## src/filt_cfg_pkg.sv

```systemverilog
// package: register map, field layout and types of the acceptance filter configuration bank
package filt_cfg_pkg;

  // ****************************************************************
  // register offsets (byte addresses)
  // ****************************************************************
  localparam logic [7:0] OFS_LINE_EN = 8'h5C;
  localparam logic [7:0] OFS_GLOBAL = 8'h80;
  localparam logic [7:0] OFS_STD_CFG = 8'h84;
  localparam logic [7:0] OFS_EXT_CFG = 8'h88;
  localparam logic [7:0] OFS_EXT_MASK = 8'h90;
  localparam logic [7:0] OFS_PRIO_STAT = 8'h94;
  localparam logic [7:0] OFS_EVT_STAT = 8'hE0;
  localparam logic [7:0] OFS_EVT_CLR = 8'hE4;
  localparam logic [7:0] OFS_EVT_EN = 8'hE8;

  // ****************************************************************
  // field positions
  // ****************************************************************
  localparam int LINE1_BIT = 1;
  localparam int LINE0_BIT = 0;
  localparam int NM_STD_LO = 4;
  localparam int NM_EXT_LO = 2;
  localparam int REJ_STD_BIT = 1;
  localparam int REJ_EXT_BIT = 0;
  localparam int SIZE_LO = 16;
  localparam int START_LO = 2;
  localparam int LST_BIT = 15;
  localparam int MATCH_FILTER_INDEX_LO = 8;
  localparam int MSI_LO = 6;
  localparam int FIFO_ELEMENT_INDEX_LO = 0;

  // ****************************************************************
  // limits and reset values
  // ****************************************************************
  localparam logic [7:0] STD_SIZE_MAX = 8'h80;
  localparam logic [6:0] EXT_SIZE_MAX = 7'h40;
  localparam logic [28:0] EXT_MASK_RST = 29'h1FFFFFFF;
  localparam logic [13:0] START_RST = 14'h0000;
  localparam logic [1:0] ROUTE_RST = 2'h0;
  localparam int EVT_W = 2;

  // routing of frames that match no filter element
  typedef enum logic [1:0] {
    ROUTE_FIFO0 = 2'h0,
    ROUTE_FIFO1 = 2'h1,
    ROUTE_REJ_A = 2'h2,
    ROUTE_REJ_B = 2'h3
  } route_e;

  // storage indicator encoding
  typedef enum logic [1:0] {
    MSI_NONE = 2'h0,
    MSI_LOST = 2'h1,
    MSI_FIFO0 = 2'h2,
    MSI_FIFO1 = 2'h3
  } msi_e;

  // priority match report from the filter engine
  typedef struct packed {
    logic list_ext;
    logic [6:0] filter_idx;
    msi_e storage;
    logic [5:0] fifo_idx;
  } prio_match_s;

  // configuration presented to the filter engine
  typedef struct packed {
    route_e nonmatch_std_route;
    route_e nonmatch_ext_route;
    logic reject_remote_std;
    logic reject_remote_ext;
    logic [7:0] std_list_size;
    logic [13:0] std_list_start;
    logic [6:0] ext_list_size;
    logic [13:0] ext_list_start;
    logic [28:0] ext_id_mask;
  } filt_cfg_s;

endpackage

```

## src/can_acceptance_filter_config.sv

```systemverilog
// acceptance filter configuration and priority status register bank of a can controller
`timescale 1ns/100ps
// ****************************************************************
// Summary of operation
// - line1_enable bit 1 gates interrupt line 1
// - line0_enable bit 0 gates interrupt line 0
// - bits 5:4 route unmatched standard frames
// - bits 3:2 route unmatched extended frames
// - bit 1 rejects standard remote frames
// - bit 0 rejects extended remote frames
// - standard list size, reads back as written, above 128 the engine gets 128
// - standard list start word address bits 15:2
// - extended list size, reads back as written, above 64 the engine gets 64
// - extended list start word address bits 15:2
// - received extended id ANDed with mask
// - mask resets to all ones
// - priority status updated on every priority match
// - bit 15 tells standard or extended list
// - bits 14:8 hold matching filter index
// - bits 7:6 tell where message went
// - bits 5:0 fifo element index
// ****************************************************************
module can_acceptance_filter_config
  import filt_cfg_pkg::*;
(
  // clock and reset
  input wire logic i_clk,
  input wire logic i_rst,
  // register port
  input wire logic [7:0] i_addr,
  input wire logic [31:0] i_wdata,
  input wire logic i_wr,
  input wire logic i_rd,
  output logic [31:0] o_rdata,
  // interrupt sources from the controller core
  input wire logic i_irq_src_0,
  input wire logic i_irq_src_1,
  output logic o_irq_line_0,
  output logic o_irq_line_1,
  // priority match report from the filter engine
  input wire logic i_prio_match,
  input wire prio_match_s i_prio_info,
  // received extended id to be masked
  input wire logic [28:0] i_rx_ext_id,
  output logic [28:0] o_masked_ext_id,
  // configuration to the filter engine
  output filt_cfg_s o_cfg,
  // frame classification helpers
  output logic o_std_filter_on,
  output logic o_ext_filter_on,
  // block event interrupt
  output logic o_irq
);

  // ****************************************************************
  // storage
  // ****************************************************************
  logic line0_enable_ff;
  logic line1_enable_ff;
  route_e nonmatch_std_route_ff;
  route_e nonmatch_ext_route_ff;
  logic reject_remote_std_ff;
  logic reject_remote_ext_ff;
  logic [7:0] std_list_size_ff;
  logic [13:0] std_list_start_ff;
  logic [6:0] ext_list_size_ff;
  logic [13:0] ext_list_start_ff;
  logic [28:0] ext_id_mask_ff;
  prio_match_s prio_stat_ff;
  logic [EVT_W-1:0] evt_stat_ff;
  logic [EVT_W-1:0] evt_en_ff;
  logic [31:0] rdata_ff;
  logic [31:0] nxt_rdata;
  logic [EVT_W-1:0] evt_set;
  logic [7:0] std_size_eff;
  logic [6:0] ext_size_eff;

  // write decode helpers
  logic wr_line_en;
  logic wr_global;
  logic wr_std;
  logic wr_ext;
  logic wr_mask;
  logic wr_evt_clr;
  logic wr_evt_en;

  assign wr_line_en = i_wr && (i_addr == OFS_LINE_EN);
  assign wr_global = i_wr && (i_addr == OFS_GLOBAL);
  assign wr_std = i_wr && (i_addr == OFS_STD_CFG);
  assign wr_ext = i_wr && (i_addr == OFS_EXT_CFG);
  assign wr_mask = i_wr && (i_addr == OFS_EXT_MASK);
  assign wr_evt_clr = i_wr && (i_addr == OFS_EVT_CLR);
  assign wr_evt_en = i_wr && (i_addr == OFS_EVT_EN);

  // ****************************************************************
  // interrupt line enables
  // ****************************************************************
  // only bits 1:0 are stored, upper bits are dropped
  always_ff @(posedge i_clk) begin
    if (i_rst) begin
      line0_enable_ff <= 1'b0;
      line1_enable_ff <= 1'b0;
    end else if (wr_line_en) begin
      line0_enable_ff <= i_wdata[LINE0_BIT];
      line1_enable_ff <= i_wdata[LINE1_BIT];
    end
  end

  // gating is combinational so a disable takes effect at once
  assign o_irq_line_0 = i_irq_src_0 && line0_enable_ff;
  assign o_irq_line_1 = i_irq_src_1 && line1_enable_ff;

  // ****************************************************************
  // global filter configuration
  // ****************************************************************
  always_ff @(posedge i_clk) begin
    if (i_rst) begin
      nonmatch_std_route_ff <= route_e'(ROUTE_RST);
      nonmatch_ext_route_ff <= route_e'(ROUTE_RST);
      reject_remote_std_ff <= 1'b0;
      reject_remote_ext_ff <= 1'b0;
    end else if (wr_global) begin
      nonmatch_std_route_ff <= route_e'(i_wdata[NM_STD_LO +: 2]);
      nonmatch_ext_route_ff <= route_e'(i_wdata[NM_EXT_LO +: 2]);
      reject_remote_std_ff <= i_wdata[REJ_STD_BIT];
      reject_remote_ext_ff <= i_wdata[REJ_EXT_BIT];
    end
  end

  // ****************************************************************
  // filter list configuration
  // ****************************************************************
  always_ff @(posedge i_clk) begin
    if (i_rst) begin
      std_list_size_ff <= 8'h00;
      std_list_start_ff <= START_RST;
    end else if (wr_std) begin
      std_list_size_ff <= i_wdata[SIZE_LO +: 8];
      std_list_start_ff <= i_wdata[START_LO +: 14];
    end
  end

  always_ff @(posedge i_clk) begin
    if (i_rst) begin
      ext_list_size_ff <= 7'h00;
      ext_list_start_ff <= START_RST;
    end else if (wr_ext) begin
      ext_list_size_ff <= i_wdata[SIZE_LO +: 7];
      ext_list_start_ff <= i_wdata[START_LO +: 14];
    end
  end

  // the written value reads back as stored; the clamp applies to what the engine uses
  assign std_size_eff = (std_list_size_ff > STD_SIZE_MAX) ? STD_SIZE_MAX : std_list_size_ff;
  assign ext_size_eff = (ext_list_size_ff > EXT_SIZE_MAX) ? EXT_SIZE_MAX : ext_list_size_ff;
  assign o_std_filter_on = (std_list_size_ff != 8'h00);
  assign o_ext_filter_on = (ext_list_size_ff != 7'h00);

  // ****************************************************************
  // extended id mask
  // ****************************************************************
  always_ff @(posedge i_clk) begin
    if (i_rst) begin
      ext_id_mask_ff <= EXT_MASK_RST;
    end else if (wr_mask) begin
      ext_id_mask_ff <= i_wdata[28:0];
    end
  end

  assign o_masked_ext_id = i_rx_ext_id & ext_id_mask_ff;

  // configuration bundle to the engine
  always_comb begin
    o_cfg.nonmatch_std_route = nonmatch_std_route_ff;
    o_cfg.nonmatch_ext_route = nonmatch_ext_route_ff;
    o_cfg.reject_remote_std = reject_remote_std_ff;
    o_cfg.reject_remote_ext = reject_remote_ext_ff;
    o_cfg.std_list_size = std_size_eff;
    o_cfg.std_list_start = std_list_start_ff;
    o_cfg.ext_list_size = ext_size_eff;
    o_cfg.ext_list_start = ext_list_start_ff;
    o_cfg.ext_id_mask = ext_id_mask_ff;
  end

  // ****************************************************************
  // priority message status
  // ****************************************************************
  // read only; the latest priority match overwrites the previous one
  always_ff @(posedge i_clk) begin
    if (i_rst) begin
      prio_stat_ff <= '0;
    end else if (i_prio_match) begin
      prio_stat_ff <= i_prio_info;
    end
  end

  // ****************************************************************
  // event status, clear and enable
  // ****************************************************************
  // bit 0: priority match, bit 1: priority message lost
  assign evt_set = {i_prio_match && (i_prio_info.storage == MSI_LOST), i_prio_match};

  // set wins over a clear in the same cycle so no event is lost
  always_ff @(posedge i_clk) begin
    if (i_rst) begin
      evt_stat_ff <= '0;
    end else begin
      evt_stat_ff <= (evt_stat_ff & ~(wr_evt_clr ? i_wdata[EVT_W-1:0] : '0)) | evt_set;
    end
  end

  always_ff @(posedge i_clk) begin
    if (i_rst) begin
      evt_en_ff <= '0;
    end else if (wr_evt_en) begin
      evt_en_ff <= i_wdata[EVT_W-1:0];
    end
  end

  assign o_irq = |(evt_stat_ff & evt_en_ff);

  // ****************************************************************
  // read path
  // ****************************************************************
  // unmapped and write-only addresses read zero
  always_comb begin
    nxt_rdata = 32'h00000000;
    if (i_rd) begin
      unique case (i_addr)
        OFS_LINE_EN: nxt_rdata = {30'h0, line1_enable_ff, line0_enable_ff};
        OFS_GLOBAL: nxt_rdata = {26'h0, nonmatch_std_route_ff, nonmatch_ext_route_ff,
                                 reject_remote_std_ff, reject_remote_ext_ff};
        OFS_STD_CFG: nxt_rdata = {8'h0, std_list_size_ff, std_list_start_ff, 2'h0};
        OFS_EXT_CFG: nxt_rdata = {9'h0, ext_list_size_ff, ext_list_start_ff, 2'h0};
        OFS_EXT_MASK: nxt_rdata = {3'h0, ext_id_mask_ff};
        OFS_PRIO_STAT: nxt_rdata = {16'h0, prio_stat_ff};
        OFS_EVT_STAT: nxt_rdata = {30'h0, evt_stat_ff};
        OFS_EVT_EN: nxt_rdata = {30'h0, evt_en_ff};
        default: nxt_rdata = 32'h00000000;
      endcase
    end
  end

  always_ff @(posedge i_clk) begin
    if (i_rst) begin
      rdata_ff <= 32'h00000000;
    end else begin
      rdata_ff <= nxt_rdata;
    end
  end

  assign o_rdata = rdata_ff;

  // ****************************************************************
  // checks
  // ****************************************************************
  chk_line0_gate: assert property (@(posedge i_clk) disable iff (i_rst)
    !line0_enable_ff |-> !o_irq_line_0) else $error("line 0 active while disabled");

  chk_line1_gate: assert property (@(posedge i_clk) disable iff (i_rst)
    (line1_enable_ff && i_irq_src_1) == o_irq_line_1) else $error("line 1 gating wrong");

  chk_line_write: assert property (@(posedge i_clk) disable iff (i_rst)
    wr_line_en |=> line1_enable_ff == $past(i_wdata[1])) else $error("line enable not stored");

  chk_global_route: assert property (@(posedge i_clk) disable iff (i_rst)
    wr_global |=> (o_cfg.nonmatch_std_route == $past(i_wdata[5:4]))
      && (o_cfg.nonmatch_ext_route == $past(i_wdata[3:2]))) else $error("route field wrong");

  chk_remote_rej: assert property (@(posedge i_clk) disable iff (i_rst)
    wr_global |=> o_cfg.reject_remote_std == $past(i_wdata[1])
      && o_cfg.reject_remote_ext == $past(i_wdata[0])) else $error("remote reject bit wrong");

  chk_std_clamp: assert property (@(posedge i_clk) disable iff (i_rst)
    (std_list_size_ff > 8'h80) ? (o_cfg.std_list_size == 8'h80) : (o_cfg.std_list_size == std_list_size_ff))
    else $error("standard size clamp wrong");

  chk_ext_clamp: assert property (@(posedge i_clk) disable iff (i_rst)
    (ext_list_size_ff > 7'h40) ? (o_cfg.ext_list_size == 7'h40) : (o_cfg.ext_list_size == ext_list_size_ff))
    else $error("extended size clamp wrong");

  chk_mask_and: assert property (@(posedge i_clk) disable iff (i_rst)
    o_masked_ext_id == (i_rx_ext_id & ext_id_mask_ff)) else $error("mask not applied");

  chk_mask_reset: assert property (@(posedge i_clk)
    $fell(i_rst) |-> ext_id_mask_ff == 29'h1FFFFFFF) else $error("mask reset value wrong");

  chk_prio_update: assert property (@(posedge i_clk) disable iff (i_rst)
    i_prio_match ##1 !i_prio_match ##1 (i_rd && i_addr == 8'h94)
      |=> o_rdata[15:0] == $past(i_prio_info, 3))
    else $error("priority status not updated");

  chk_prio_hold: assert property (@(posedge i_clk) disable iff (i_rst)
    !i_prio_match |=> $stable(prio_stat_ff)) else $error("priority status changed without match");

  chk_reserved_zero: assert property (@(posedge i_clk) disable iff (i_rst)
    $past(i_rd) && $past(i_addr) == 8'h84 |-> o_rdata[31:24] == 8'h00 && o_rdata[1:0] == 2'h0)
    else $error("reserved bits not zero");

  // ****************************************************************
  // checks: enables, list settings and mask as stored
  // ****************************************************************
  // line 0 is checked both ways; a gate stuck low would pass chk_line0_gate alone
  chk_line0_write: assert property (@(posedge i_clk) disable iff (i_rst)
    wr_line_en |=> line0_enable_ff == $past(i_wdata[0]))
    else $error("line 0 enable not stored");

  chk_line0_pass: assert property (@(posedge i_clk) disable iff (i_rst)
    line0_enable_ff && i_irq_src_0 |-> o_irq_line_0)
    else $error("line 0 blocked while enabled");

  // the raw size is kept as written; only the engine copy is clamped
  chk_std_size_keep: assert property (@(posedge i_clk) disable iff (i_rst)
    wr_std |=> std_list_size_ff == $past(i_wdata[23:16]))
    else $error("standard size not stored");

  chk_std_start: assert property (@(posedge i_clk) disable iff (i_rst)
    wr_std |=> o_cfg.std_list_start == $past(i_wdata[15:2]))
    else $error("standard start not stored");

  chk_ext_size_keep: assert property (@(posedge i_clk) disable iff (i_rst)
    wr_ext |=> ext_list_size_ff == $past(i_wdata[22:16]))
    else $error("extended size not stored");

  chk_ext_start: assert property (@(posedge i_clk) disable iff (i_rst)
    wr_ext |=> o_cfg.ext_list_start == $past(i_wdata[15:2]))
    else $error("extended start not stored");

  chk_mask_write: assert property (@(posedge i_clk) disable iff (i_rst)
    wr_mask |=> o_cfg.ext_id_mask == $past(i_wdata[28:0]))
    else $error("mask not stored");

  // ****************************************************************
  // checks: priority status, events and read path
  // ****************************************************************
  // a priority match must land whole, whatever the status held before
  chk_prio_capture: assert property (@(posedge i_clk) disable iff (i_rst)
    i_prio_match |=> prio_stat_ff == $past(i_prio_info))
    else $error("priority match not captured");

  chk_prio_fields: assert property (@(posedge i_clk) disable iff (i_rst)
    i_rd && i_addr == 8'h94 |=> o_rdata[31:16] == 16'h0000
      && o_rdata[15] == $past(prio_stat_ff.list_ext)
      && o_rdata[14:8] == $past(prio_stat_ff.filter_idx)
      && o_rdata[7:6] == $past(prio_stat_ff.storage)
      && o_rdata[5:0] == $past(prio_stat_ff.fifo_idx))
    else $error("priority status fields misplaced");

  // set beats clear, otherwise a match in the clear cycle would vanish unseen
  chk_evt_set_wins: assert property (@(posedge i_clk) disable iff (i_rst)
    (|evt_set) |=> (evt_stat_ff & $past(evt_set)) == $past(evt_set))
    else $error("event lost to a clear");

  chk_evt_clear: assert property (@(posedge i_clk) disable iff (i_rst)
    wr_evt_clr && !(|evt_set) |=> (evt_stat_ff & $past(i_wdata[1:0])) == 2'h0)
    else $error("event not cleared");

  // read data stand one cycle only, so a stale word is never taken for a fresh one
  chk_rdata_idle: assert property (@(posedge i_clk) disable iff (i_rst)
    !i_rd |=> o_rdata == 32'h00000000)
    else $error("read data outside read cycle");

  chk_line_reserved: assert property (@(posedge i_clk) disable iff (i_rst)
    $past(i_rd) && $past(i_addr) == 8'h5C |-> o_rdata[31:2] == 30'h0)
    else $error("line enable reserved bits not zero");

  chk_global_reserved: assert property (@(posedge i_clk) disable iff (i_rst)
    $past(i_rd) && $past(i_addr) == 8'h80 |-> o_rdata[31:6] == 26'h0)
    else $error("global reserved bits not zero");

  chk_ext_reserved: assert property (@(posedge i_clk) disable iff (i_rst)
    $past(i_rd) && $past(i_addr) == 8'h88 |-> o_rdata[31:23] == 9'h0 && o_rdata[1:0] == 2'h0)
    else $error("extended reserved bits not zero");

endmodule

```

## config.mk

```make
export PLATFORM = sky130hd
export DESIGN_NAME = can_acceptance_filter_config
export DESIGN_NICKNAME = d
export VERILOG_FILES = /design/src/filt_cfg_pkg.sv /design/src/can_acceptance_filter_config.sv
export SDC_FILE = /design/constraint.sdc
export NUM_CORES = 1
export LEC_CHECK = 0
export BUFFER_PORTS_ARGS = -buffer_cell sky130_fd_sc_hd__buf_2
export CORE_UTILIZATION = 52
export CTS_CLUSTER_SIZE = 14
export DETAILED_ROUTE_END_ITERATION = 7
export GPL_TIMING_DRIVEN = 0
export PLACE_DENSITY = 0.86
export SYNTH_ARGS = -nofsm -noshare
export SYNTH_HDL_FRONTEND = slang
export SYNTH_SLANG_ARGS = --single-unit
```

## constraint.sdc

```tcl
create_clock -name i_clk -period 2.6 [get_ports i_clk]
set_clock_uncertainty 0.15 [all_clocks]
set_input_delay 0.13 -clock i_clk [delete_from_list [all_inputs] [get_ports i_clk]]
set_output_delay 0.13 -clock i_clk [all_outputs]
set_load 0.03 [all_outputs]
```

Word level (Yosys, flattened, before mapping)
Cells that the tools add are included.
{"block": "word_totals", "register_bits": 132, "input_bits": 92, "word_cells": 54, "output_inout_bits": 144}
{"block": "classes", "n_reduce_logical": 14, "muxes": 4, "n_eq_ne": 10, "n_bitwise": 6, "n_lt_le_gt_ge": 2}
{"op": "29-bit one-hot mux with 8 select lines", "n": 1}
{"op": "8-bit equality test, second input constant", "n": 8}
{"op": "29-bit bitwise AND", "n": 1}
{"op": "1-bit logical AND", "n": 10}
{"op": "8-bit by 7-bit equality test with 1-bit output, second input constant", "n": 1}
{"op": "8-bit greater-than comparator, second input constant", "n": 1}
{"op": "8-bit 2-to-1 mux", "n": 1}
{"op": "8-bit nonzero test", "n": 1}
{"op": "7-bit greater-than comparator, second input constant", "n": 1}
{"op": "7-bit 2-to-1 mux", "n": 1}
{"op": "7-bit nonzero test", "n": 1}
{"op": "2-bit bitwise AND", "n": 2}
{"op": "2-bit OR reduction", "n": 2}
{"op": "2-bit by 1-bit equality test with 1-bit output, second input constant", "n": 1}
{"op": "2-bit 2-to-1 mux", "n": 1}
{"op": "2-bit inverter", "n": 1}
{"op": "2-bit bitwise OR", "n": 1}
{"op": "1-bit inverter", "n": 1}

Logic depth before layout (Yosys ltp)
{"block": "depth", "depth_word": 6, "depth_mapped": 8, "depth_no_buf": 4}

Worst setup path after synthesis
OpenSTA, ideal clock, no wires.
{"block": "synth_path", "path_kind": "input -> register", "startpoint": "input port i_addr[5]", "endpoint": "register nonmatch_ext_route_ff[0]", "path_buffers": 2, "path_stages": 6, "required_ns": 2.322, "slack_ns": 1.031, "arrival_ns": 1.292, "setup_ns": 0.128, "cell_sequence": "buf_2 -> nor4b_4 -> buf_4 -> nand3_4 -> mux2i_1 -> nor2_1"}
{"block": "synth_via", "elab_chain_cells": 2}
{"element": "start: declaration", "line_no": "can_acceptance_filter_config.sv:30", "text": "input wire logic [7:0] i_addr,"}
{"element": "8-bit equality test", "line_no": "can_acceptance_filter_config.sv:88", "text": "assign wr_global = i_wr && (i_addr == OFS_GLOBAL);"}
{"element": "1-bit logical AND", "line_no": "can_acceptance_filter_config.sv:88"}
{"element": "end signal: assignment", "line_no": "can_acceptance_filter_config.sv:119", "text": "nonmatch_ext_route_ff <= route_e'(ROUTE_RST);"}
{"element": "end signal: assignment", "line_no": "can_acceptance_filter_config.sv:124", "text": "nonmatch_ext_route_ff <= route_e'(i_wdata[NM_EXT_LO +: 2]);"}
{"element": "end: declaration", "line_no": "can_acceptance_filter_config.sv:61", "text": "route_e nonmatch_ext_route_ff;"}
No other way between the ends.
A chain may end at the register's enable or synchronous reset.

Worst setup path after layout
{"block": "layout_path", "startpoint": "input port i_addr[7]", "endpoint": "register rdata_ff[14], in the netlist o_rdata[14]"}
{"block": "layout_via", "elab_chain_cells": 2, "word_cells_on_any_way": 9, "cone_classes": "eq/ne (8); mux (1)"}
{"element": "8-bit equality test / 8-bit by 7-bit equality test with 1-bit output (equally long branches)", "line_no": "can_acceptance_filter_config.sv:229", "text": "unique case (i_addr)"}
{"element": "29-bit one-hot mux with 8 select lines (*)", "line_no": "can_acceptance_filter_config.sv:229"}
{"element": "end signal: assignment", "line_no": "can_acceptance_filter_config.sv:248", "text": "rdata_ff <= nxt_rdata;"}
{"element": "end: declaration", "line_no": "can_acceptance_filter_config.sv:72", "text": "logic [31:0] rdata_ff;"}
Mark *: on every way between the ends. The rest lies on a longest branch, timed or not.

==> impl_metrics.py <==
metrics = {
    "global_routing": {
        "first_global_vias": 5923,
        "grt_max_degree": 17,
        "antenna_found_initial": 0,
        "grt-ovfl-total": 0,
        "grt_pass1_wl_um": 31000,
        "grt_use_total_pct": 36.0,
    },
    "status": {
        "status": "finished, final reports clean",
    },
    "critical_path": {
        "cp.required_ns": 2.90,
        "critical_path_class": "primary input to flip-flop",
        "cp-end-kind": "flip-flop",
        "cp-start-kind": "primary input",
        "critPathArrivalTime_ns": 2.46,
        "crit_fanout": 9,
    },
    "layout": {
        "num_antenna_cells": 0,
        "area_growth_pct": 41.0,
        "drive_gt1_share_pct": 30.7,
        "nets": 1043,
        "final_util_pct": 76.4,
        "nFillCells": 762,
    },
    "clock_tree": {
        "clockRootBuffer": "clkbuf_8",
        "worstSkewPairLatency_ns": 0.53,
        "cts.sinks": 129,
        "h-tree-depth": 4,
        "cts.clk_slew.worst_paths_ns": 0.06,
        "tritoncts": "done",
        "cts_made_buffers": 17,
        "ctsLongestPathBuffers": 2,
    },
    "synth": {
        "synth_cells": 658,
        "synth_xor_area_share_pct": 0,
        "synth_cell_types": 40,
        "syn_area_per_cell_um2": 8.58,
        "synthAdderAreaFrac_pct": 0,
        "synth-seq-cells": 129,
        "synth_top_family_by_area": "simple AND/OR/NAND/NOR gates",
        "ys_top_cells_by_area": "dfxtp_1 (46%), nand2_1 (9.0%), a21oi_1 (4.8%)",
        "muxShareOfSynthArea_pct": 4.88,
        "yosys_warnings": 0,
        "synth_edf_count": 0,
        "async_flop_share_pct": 0,
        "syn-cell-area_mm2": 0.00564,
        "ys_seq_area_share_pct": 45.8,
        "synth_top_cell_by_area": "dfxtp_1",
        "synth_compound_area_share_pct": 13.1,
        "synthSimpleGateAreaFrac_pct": 31.1,
        "yosysMostFrequentCell": "nand2_1",
        "synth_top_area_share_pct": 45.8,
        "synth_flop_cell": "dfxtp_1",
        "synth_commonest_cells": "nand2_1 (136), dfxtp_1 (129), a21oi_1 (54)",
    },
    "timing": {
        "fin_tns_setup_ns": 0,
        "finalSetupViolCount": 0,
        "hold_violations": 0,
        "max_freq_mhz": 463,
        "fin_hold_ws_ns": 0.00894,
        "worstMarginPinSlew_ns": 0.701,
        "min_period_over_period_pct": 83.1,
        "fin_crit_ns": 2.16,
        "rsz0062_at_grt": "false",
        "slew_violations": 0,
        "slew_headroom_pct": 53.3,
    },
    "detailed_routing": {
        "wire_per_inst_um": 18.6,
        "antenna_left": 0,
        "drtIter0Drc": 638,
        "vias": 6321,
        "vias_per_cell": 5.75,
        "routed_wl_um": 20500,
        "drc_errors": 0,
        "dr.pass1.iters": 6,
    },
    "place": {
        "hpwlAfterDp_um": 13600,
        "port_buffers": 224,
        "gp_congestion": 0.890,
    },
    "die": {
        "num_io_pins": 236,
        "std_cell_rows": 37,
        "die_w_um": 106,
        "die_area_mm2": 0.0113,
        "start_util_pct": 54.2,
        "die_height_um": 106,
        "coreArea_mm2": 0.0104,
    },
    "pwr": {
        "leakage_nw": 3.60,
        "power_density_mw_per_mm2": 579,
        "power_w": 0.00461,
        "ir_worst_vdd_mv": 0.395,
    },
    "job": {
        "maxCapViolations": 0,
    },
    "worst_hold_path": {
        "hp-class": "primary input to flip-flop",
    },
}
## critical path: stages
cell and delay (ns):
dlygate4sd3_1 0.54, buf_2 0.18, nor4bb_1 0.35, buf_2 0.31
and2_1 0.16, clkbuf_1 0.47, a222oi_1 0.15, nor2_1 0.18
## flip-flops by register name (all words and copies together) (netlist names)
| register | flops |
|---|---|
| nonmatch_ext_route_ff | 2 |
| std_list_start_ff | 14 |
| evt_stat_ff | 2 |
| line0_enable_ff | 1 |
| ext_list_start_ff | 14 |
| std_list_size_ff | 8 |
| ext_id_mask_ff | 29 |
| reject_remote_ext_ff | 1 |
| reject_remote_std_ff | 1 |
| nonmatch_std_route_ff | 2 |
| line1_enable_ff | 1 |
| ext_list_size_ff | 7 |
| prio_stat_ff | 16 |
| evt_en_ff | 2 |
| o_rdata | 29 |
## final timing paths
check	slack, ns	cells after the start	from	to
min reg2reg	0.32	2	std_list_start_ff[2]	std_list_start_ff[2]
max	0.44	8	i_addr[7]	o_rdata[14]
max reg2reg	1.08	4	reject_remote_std_ff	o_rdata[1]
min	0.009	4	i_addr[4]	o_rdata[2]
## report_power, final
| part | switching (W) | total, W | leakage, nW | internal [W] |
|---|---|---|---|---|
| Sequential | 0.0000127 | 0.00201 | 1.04 | 0.00200 |
| Clock | 0.000910 | 0.00217 | 0.256 | 0.00126 |
| Combinational | 0.000250 | 0.000431 | 2.30 | 0.000181 |
## kinds of logic (layout without fill, tap and decap cells)
logic type / Yosys count / after routing
buffers and inverters: 56 / 360
multiplexers: 27 / 27
AND/OR/NAND/NOR: 335 / 335
AO/OA/AOI/OAI: 110 / 110
other: 1 / 3
flip-flops: 129 / 129
## through the flow
step / instance area [µm²] / setup slack, ns / cells
2_1_floorplan: 5650 / 1.03 / 660
3_3_place_gp: 6940 / 0.559 / 1020
3_5_place_dp: 6940 / 0.567 / 1020
4_1_cts: 7960 / 0.603 / 1100
5_1_grt: 7960 / 0.427 / 1100
6_report: 7960 / 0.439 / 1100
## repair_timing
| action | 4_1_cts | 5_1_grt |
|---|---|---|
| resized for setup | 0 | 0 |
| hold endpoints to repair | 108 | 0 |
| hold buffers | 48 | 0 |
| buffers inserted | 0 | 0 |
## cell type report
| type | instances | area [µm²] | share of cell area (%) |
|---|---|---|---|
| Buffer | 56 | 289 | 3.63 |
| Multi-Input combinational cell | 475 | 2780 | 34.9 |
| Sequential cell | 129 | 2580 | 32.5 |
| Clock inverter | 14 | 116 | 1.46 |
| Timing Repair Buffer | 272 | 1600 | 20.1 |
| Clock buffer | 18 | 418 | 5.25 |
| Tap cell | 136 | 170 | 2.14 |
## cells in the final DEF, fill, tap and decap left out, types with 6 or more instances in the layout
cell and count:
buf_2 239, nand2_1 136, dfxtp_1 129, a21oi_1 54, dlygate4sd3_1 48, nor2_1 46, and2_1 41, nand3_1 30
nand3b_1 29, clkbuf_1 28, nor2b_1 25, mux2i_1 23, a22oi_1 19, clkbuf_16 16, a22o_1 13, buf_4 10
a32o_1 7, a222oi_1 6, clkinv_2 6
## layer usage
metal / wire length, µm / global-route usage [%] / part of all wire [%] / vias to the layer above
met5: 0 / 0 / 0 / -
met1: 7530 / 43.7 / 37 / 2898
li1: - / - / - / 2849
met2: 9860 / 60.0 / 48 / 492
met4: 918 / 18.8 / 4.5 / 0
met3: 2170 / 7.48 / 11 / 82
No activity file was read; power rests on OpenSTA's default activity.
